[config.mk]
export PLATFORM = sky130hd
export DESIGN_NAME = wdk_top
export DESIGN_NICKNAME = d
export VERILOG_FILES = /design/src/design/wdk_pkg.sv /design/src/design/wdk_top.sv
export VERILOG_INCLUDE_DIRS = /design/src /design/src/design
export SDC_FILE = /design/constraint.sdc
export NUM_CORES = 1
export LEC_CHECK = 0
export BUFFER_PORTS_ARGS = -buffer_cell sky130_fd_sc_hd__buf_2
export CAP_MARGIN = 10
export CORE_AREA = 2 2 67 69
export DETAILED_ROUTE_END_ITERATION = 7
export DIE_AREA = 0 0 69 71
export GPL_ROUTABILITY_DRIVEN = 0
export PLACE_DENSITY = 0.76
export SETUP_SLACK_MARGIN = 0.05
export SYNTH_ARGS = -nofsm -noshare
export SYNTH_HDL_FRONTEND = slang
export SYNTH_SLANG_ARGS = --single-unit
[constraint.sdc]
create_clock -name clk_sys -period 6.8 [get_ports clk_sys]
set_clock_uncertainty 0.1 [all_clocks]
set_input_delay 0 -clock clk_sys [delete_from_list [all_inputs] [get_ports clk_sys]]
set_output_delay 0 -clock clk_sys [all_outputs]
set_load 0.02 [all_outputs]
[src/design/wdk_params.svh]
`ifndef WDK_PARAMS_SVH
`define WDK_PARAMS_SVH
// How it works
// - An overflow of the counter while the watchdog is active raises the system reset request.
// - Every system reset leaves the watchdog enabled, counting, at the longest interval.
// - After reset the interval field reads 111b and the whole control register reads 0x17.
// - Writing 0xA5 enables the watchdog and reloads its counter.
// - Only 0xDE followed by 0xAD within four system clocks stops the watchdog.
// - Writing 0xFF sets a lock, cleared only by reset, that defeats every later disable.
// - The lock write neither enables nor reloads the watchdog.
// - A write with bit 7 clear stores its low three bits as the interval selector.
// - The timeout is the slow clock period times four to the power selector plus three.
// - A read returns the interval selector in bits 2 to 0.
// - A read returns bit 4 high while active and low while disabled.
// - The counter is sixteen bits on the slow clock, which is held on while active.
// - The watchdog reset leaves the external reset pin alone.
`define WDK_CTRL_ADDR 8'h97
`define WDK_CTRL_RESET 8'h17
`define WDK_KEY_RESTART 8'hA5
`define WDK_KEY_DIS1 8'hDE
`define WDK_KEY_DIS2 8'hAD
`define WDK_KEY_LOCK 8'hFF
`define WDK_SEL_LSB 0
`define WDK_SEL_MSB 2
`define WDK_ACTIVE_BIT 4
`define WDK_CMD_BIT 7
`define WDK_SEL_RESET 3'h7
`define WDK_DIS_WINDOW_CYC 3'h4
`define WDK_PRESCALE_BITS 6
`endif

[src/design/wdk_pkg.sv]
package wdk_pkg;
  typedef enum logic [2:0] {
    WDK_WR_NONE,
    WDK_WR_RESTART,
    WDK_WR_DIS1,
    WDK_WR_DIS2,
    WDK_WR_LOCK,
    WDK_WR_INTERVAL
  } wdk_write_t;
endpackage : wdk_pkg

[src/design/wdk_top.sv]
`timescale 1ns/1ps
`include "wdk_params.svh"
module wdk_top
  import wdk_pkg::*;
#(
  parameter int COUNT_W = 16
) (
  // clock, reset, enable
  input wire logic clk_sys,
  input wire logic rst,
  input wire logic ce,
  // control register port
  input wire logic [7:0] sfr_addr,
  input wire logic sfr_wr,
  input wire logic sfr_rd,
  input wire logic [7:0] sfr_wdata,
  output logic [7:0] sfr_rdata,
  // slow oscillator
  input wire logic slow_osc_clk,
  output logic slow_osc_force_on,
  // system reset request
  output logic wdt_reset_req
);
  localparam int PW = `WDK_PRESCALE_BITS;

  logic sync1, sync2, sync3, slow_level;
  logic next_slow_level;
  logic [2:0] sel, next_sel;
  logic active, next_active;
  logic locked, next_locked;
  logic [2:0] dis_win, next_dis_win;
  logic [PW-1:0] pre, next_pre;
  logic [COUNT_W-1:0] cnt, next_cnt;
  logic [COUNT_W-1:0] term;
  logic [7:0] next_rdata;
  logic next_reset_req;
  logic tick;
  wdk_write_t wr_kind;

  // write decode
  always_comb begin
    wr_kind = WDK_WR_NONE;
    if (sfr_wr && sfr_addr == `WDK_CTRL_ADDR) begin
      if (!sfr_wdata[`WDK_CMD_BIT]) begin
        wr_kind = WDK_WR_INTERVAL;
      end else begin
        case (sfr_wdata)
          `WDK_KEY_RESTART: wr_kind = WDK_WR_RESTART;
          `WDK_KEY_DIS1: wr_kind = WDK_WR_DIS1;
          `WDK_KEY_DIS2: wr_kind = WDK_WR_DIS2;
          `WDK_KEY_LOCK: wr_kind = WDK_WR_LOCK;
          default: wr_kind = WDK_WR_NONE;
        endcase
      end
    end
  end

  // slow clock edge: counts once second and third stages agree
  always_comb begin
    next_slow_level = slow_level;
    tick = 1'b0;
    if (sync2 == sync3 && sync3 != slow_level) begin
      next_slow_level = sync3;
      tick = sync3;
    end
  end

  // terminal count: 64 * 4^sel slow periods = 4^(sel+3)
  always_comb begin
    term = '0;
    term[{sel, 1'b0}] = 1'b1;
  end

  always_comb begin
    next_sel = sel;
    next_active = active;
    next_locked = locked;
    next_dis_win = (dis_win != 3'h0) ? dis_win - 3'h1 : 3'h0;
    next_pre = pre;
    next_cnt = cnt;
    next_reset_req = wdt_reset_req;
    if (active && tick) begin
      next_pre = pre + 1'b1;
      if (pre == {PW{1'b1}}) begin
        if (cnt == term - 1'b1) begin
          next_reset_req = 1'b1;
          next_cnt = '0;
        end else begin
          next_cnt = cnt + 1'b1;
        end
      end
    end
    case (wr_kind)
      WDK_WR_RESTART: begin
        next_active = 1'b1;
        next_cnt = '0;
        next_pre = '0;
      end
      WDK_WR_DIS1: next_dis_win = `WDK_DIS_WINDOW_CYC;
      WDK_WR_DIS2: begin
        if (dis_win != 3'h0 && !locked) begin
          next_active = 1'b0;
        end
        next_dis_win = 3'h0;
      end
      WDK_WR_LOCK: next_locked = 1'b1;
      WDK_WR_INTERVAL: begin
        next_sel = sfr_wdata[`WDK_SEL_MSB:`WDK_SEL_LSB];
      end
      default: begin
      end
    endcase
  end

  // read data
  always_comb begin
    next_rdata = sfr_rdata;
    if (sfr_rd && sfr_addr == `WDK_CTRL_ADDR) begin
      next_rdata = 8'h00;
      next_rdata[`WDK_SEL_MSB:`WDK_SEL_LSB] = sel;
      next_rdata[`WDK_ACTIVE_BIT] = active;
    end else if (sfr_rd) begin
      next_rdata = 8'h00;
    end
  end

  always_ff @(posedge clk_sys or posedge rst) begin
    if (rst) begin
      sync1 <= 1'b0;
      sync2 <= 1'b0;
      sync3 <= 1'b0;
      slow_level <= 1'b0;
      sel <= `WDK_SEL_RESET;
      active <= 1'b1;
      locked <= 1'b0;
      dis_win <= 3'h0;
      pre <= '0;
      cnt <= '0;
      wdt_reset_req <= 1'b0;
      sfr_rdata <= `WDK_CTRL_RESET;
      slow_osc_force_on <= 1'b1;
    end else if (ce) begin
      sync1 <= slow_osc_clk;
      sync2 <= sync1;
      sync3 <= sync2;
      slow_level <= next_slow_level;
      sel <= next_sel;
      active <= next_active;
      locked <= next_locked;
      dis_win <= next_dis_win;
      pre <= next_pre;
      cnt <= next_cnt;
      wdt_reset_req <= next_reset_req;
      sfr_rdata <= next_rdata;
      slow_osc_force_on <= next_active;
    end
  end
endmodule : wdk_top

==> results_dict.tcl <==
set metrics [dict create \
    core-area_sq_um 4200 \
    grt_pass1_wl_um 8380 \
    die_y_um 71 \
    cts_tree "done" \
    worst_skew_pair.late_latency_ns 0.29 \
    grt_usage_pct 21.3 \
    drtPass1Iterations 5 \
    cts_sinks 39 \
    fin_crit_sh_pct 35.2 \
    grt_max_degree 40 \
    maxSlewViolCount 0 \
    fin_nets 298 \
    ys_types 57 \
    die_w_um 69 \
    postSynthAreaPerCell_sq_um 9.39 \
    final_core_util_pct 60.9 \
    vias 1899 \
    htreeDepth 2 \
    viasPerCell 5.84 \
    synth_async_sr_flop_share_pct 100 \
    worst_hold_path_type "input pin to flop" \
    synth_cells 239 \
    drt_iter0_drc 99 \
    r2r_end "cnt[11]$_DFFE_PP0P_" \
    ys_seq_area_share_pct 43.9 \
    crit_required_ns 6.93 \
    fin_area_sq_um 2560 \
    relSlewSlack_pct 51.4 \
    root_buffer "clkbuf_8" \
    drc 0 \
    cap_violations 0 \
    drive_above_1_share_pct 23.1 \
    ant_nets 0 \
    totalWireLength_um 4770 \
    cts_setup_buffers 0 \
    vdd_drop_max_v 0.000135 \
    antennaDiodeCount 0 \
    ys_warn_count 0 \
    dp.cells 312 \
    grt_pass1_vias 1840 \
    power_density_nw_per_um2 183 \
    area_delta_synth_final_pct 14.0 \
    leakage_nw 1.13 \
    crit_fanout 16 \
    path_clk_slew_ns 0.08 \
    rows 24 \
    synthesis.area_sq_um 2240 \
    post_dp_cell_area_sq_um 2410 \
    yosys_most_used_dff "dfrtp_1" \
    ios 32 \
    hold_start "sfr_wdata[7]" \
    antenna_found_initial 0 \
    start_util_pct 53.4 \
    worstSetupPathType "flop to flop" \
    critPathCaptureType "flop" \
    synth_edf_count 0 \
    timing.rr.start "active$_DFFE_PP1P_" \
    numPortBuffers 27 \
    hold_end "locked$_DFFE_PP0P_" \
    hold_violations 0 \
    r2r_cells 6 \
    cts-buffers-inserted 5 \
    clockBufferDepth 2 \
    overflow 0 \
    rrSetupSlack_ns 4.40 \
    rsz0062_at_grt "false" \
    start_kind "flop" \
    hpwlAfterDp_um 3460 \
    avgRoutedWirePerCell_um 14.7 \
    fin_crit_ns 2.40 \
    fin_setup_tns_ns 0 \
    tightest_slew_ns 0.727 \
    whs_path_depth 3 \
    die_area_sq_um 4900 \
    synth_seq_cells 39 \
    outcome "completed" \
    setup_viol 0 \
    final-instance-count-excl-fill 325 \
    fin_total_pwr_mw 0.469 \
    max_clock_freq_ghz 0.417 \
    arrival_ns 2.53 \
]
-- critical path: stages, from the launching register on --
cell and delay, ns:
dfstp_2 0.56, nand4_1 0.16, nor4_1 0.52, a31oi_2 0.26, or4_1 0.55, o21ai_1 0.09
a21o_1 0.09
-- per-layer routing --
metal / GRT usage (%) / up-vias / wire, um
met5: 0 / - / 0
met4: 8.71 / 0 / 68
met3: 5.56 / 5 / 230
met2: 32.7 / 50 / 2170
met1: 28.8 / 908 / 2300
li1: - / 936 / -
-- flip-flops by register name (all words and copies together) (netlist names) --
signal / count
active: 1
pre: 6
locked: 1
dis_win: 3
wdt_reset_req: 1
sync2: 1
cnt: 16
slow_level: 1
sfr_rdata: 4
sync1: 1
sync3: 1
sel: 3
-- area by class of cell --
type	instances	area [sq um]
Clock buffer	8	100
Fill cell	359	1640
Inverter	8	30.0
Multi-Input combinational cell	185	1190
Sequential cell	39	986
Tap cell	52	65.1
Timing Repair Buffer	33	193
-- cells in the mapped netlist (3+ instances only) --
cell type,number,area [sq um]
nand2_1,30,113
a21o_1,3,22.5
a22o_1,4,35.0
and4_1,3,26.3
or2_2,3,18.8
inv_1,8,30.0
buf_4,4,30.0
dfstp_2,8,210
a21oi_1,8,40.0
a31oi_1,4,25.0
clkbuf_1,4,15.0
o21ai_0,6,30.0
ha_1,4,50.1
mux2_2,6,67.6
dfrtp_1,31,776
nor2_1,22,82.6
nand4_1,8,50.1
and3_1,5,31.3
nor4_1,8,50.1
xnor2_1,8,70.1
nand3_1,6,30.0
nor3_1,12,60.1
-- how the worst max path moves through the flow --
stage / start / to / slack [ns]
floorplan: sel[1]$_DFFE_PP1P_ / cnt[2]$_DFFE_PP0P_ / 4.65
global placement: active$_DFFE_PP1P_ / cnt[11]$_DFFE_PP0P_ / 4.49
detailed placement: active$_DFFE_PP1P_ / cnt[11]$_DFFE_PP0P_ / 4.41
CTS: active$_DFFE_PP1P_ / cnt[11]$_DFFE_PP0P_ / 4.39
global route: active$_DFFE_PP1P_ / cnt[11]$_DFFE_PP0P_ / 4.18
finish: active$_DFFE_PP1P_ / cnt[11]$_DFFE_PP0P_ / 4.40
-- cells by family (layout without fill, tap and decap cells) --
kind of cell / count (synthesis) / in the layout / synth area share (%)
muxes: 8 / 8 / 3.90
xor gates and xnor gates: 10 / 10 / 3.90
DFF: 39 / 39 / 43.9
AOI/OAI and AO/OA: 44 / 44 / 13.8
and+or+nand+nor: 115 / 115 / 28.4
other: 1 / 4 / 0.167
buffers and inverters: 18 / 49 / 3.73
adders and majority gates: 4 / 4 / 2.23
-- stage by stage --
stage / worst slack (ns) / hold slack, ns
3_5_place_dp: 4.41 / 0.0499
6_report: 4.40 / 0.0327
4_1_cts: 4.39 / 0.0257
3_3_place_gp: 4.49 / 0.0380
5_1_grt: 4.18 / 0.0388
2_1_floorplan: 4.65 / 0.0509
-- cells in the final DEF (no fill, tap or decap), types with 3 or more instances in the layout --
master,count
nor3_1,12
a21oi_1,8
nand4_1,8
clkbuf_8,7
or2_2,3
conb_1,4
nor2_1,22
and4_1,3
xnor2_1,8
dfstp_2,8
ha_1,4
nand2_1,30
o21ai_0,6
dlygate4sd3_1,5
buf_2,27
a21o_1,3
mux2_2,6
and3_1,5
nor4_1,8
inv_1,8
a22o_1,4
a31oi_1,4
nand3_1,6
dfrtp_1,31
-- repair_timing --
item                      in CTS  in global routing
hold buffers                   5                  0
resized for setup              0                  0
hold endpoints to repair      35                  0
-- power by group --
| group | switching (mW) | internal (mW) | total [mW] |
|---|---|---|---|
| Combinational | 0.0250 | 0.0204 | 0.0454 |
| Sequential | 0.00972 | 0.243 | 0.252 |
| Clock | 0.0788 | 0.0926 | 0.171 |
| Total | 0.114 | 0.355 | 0.469 |
(Power assumes the default switching activity.)
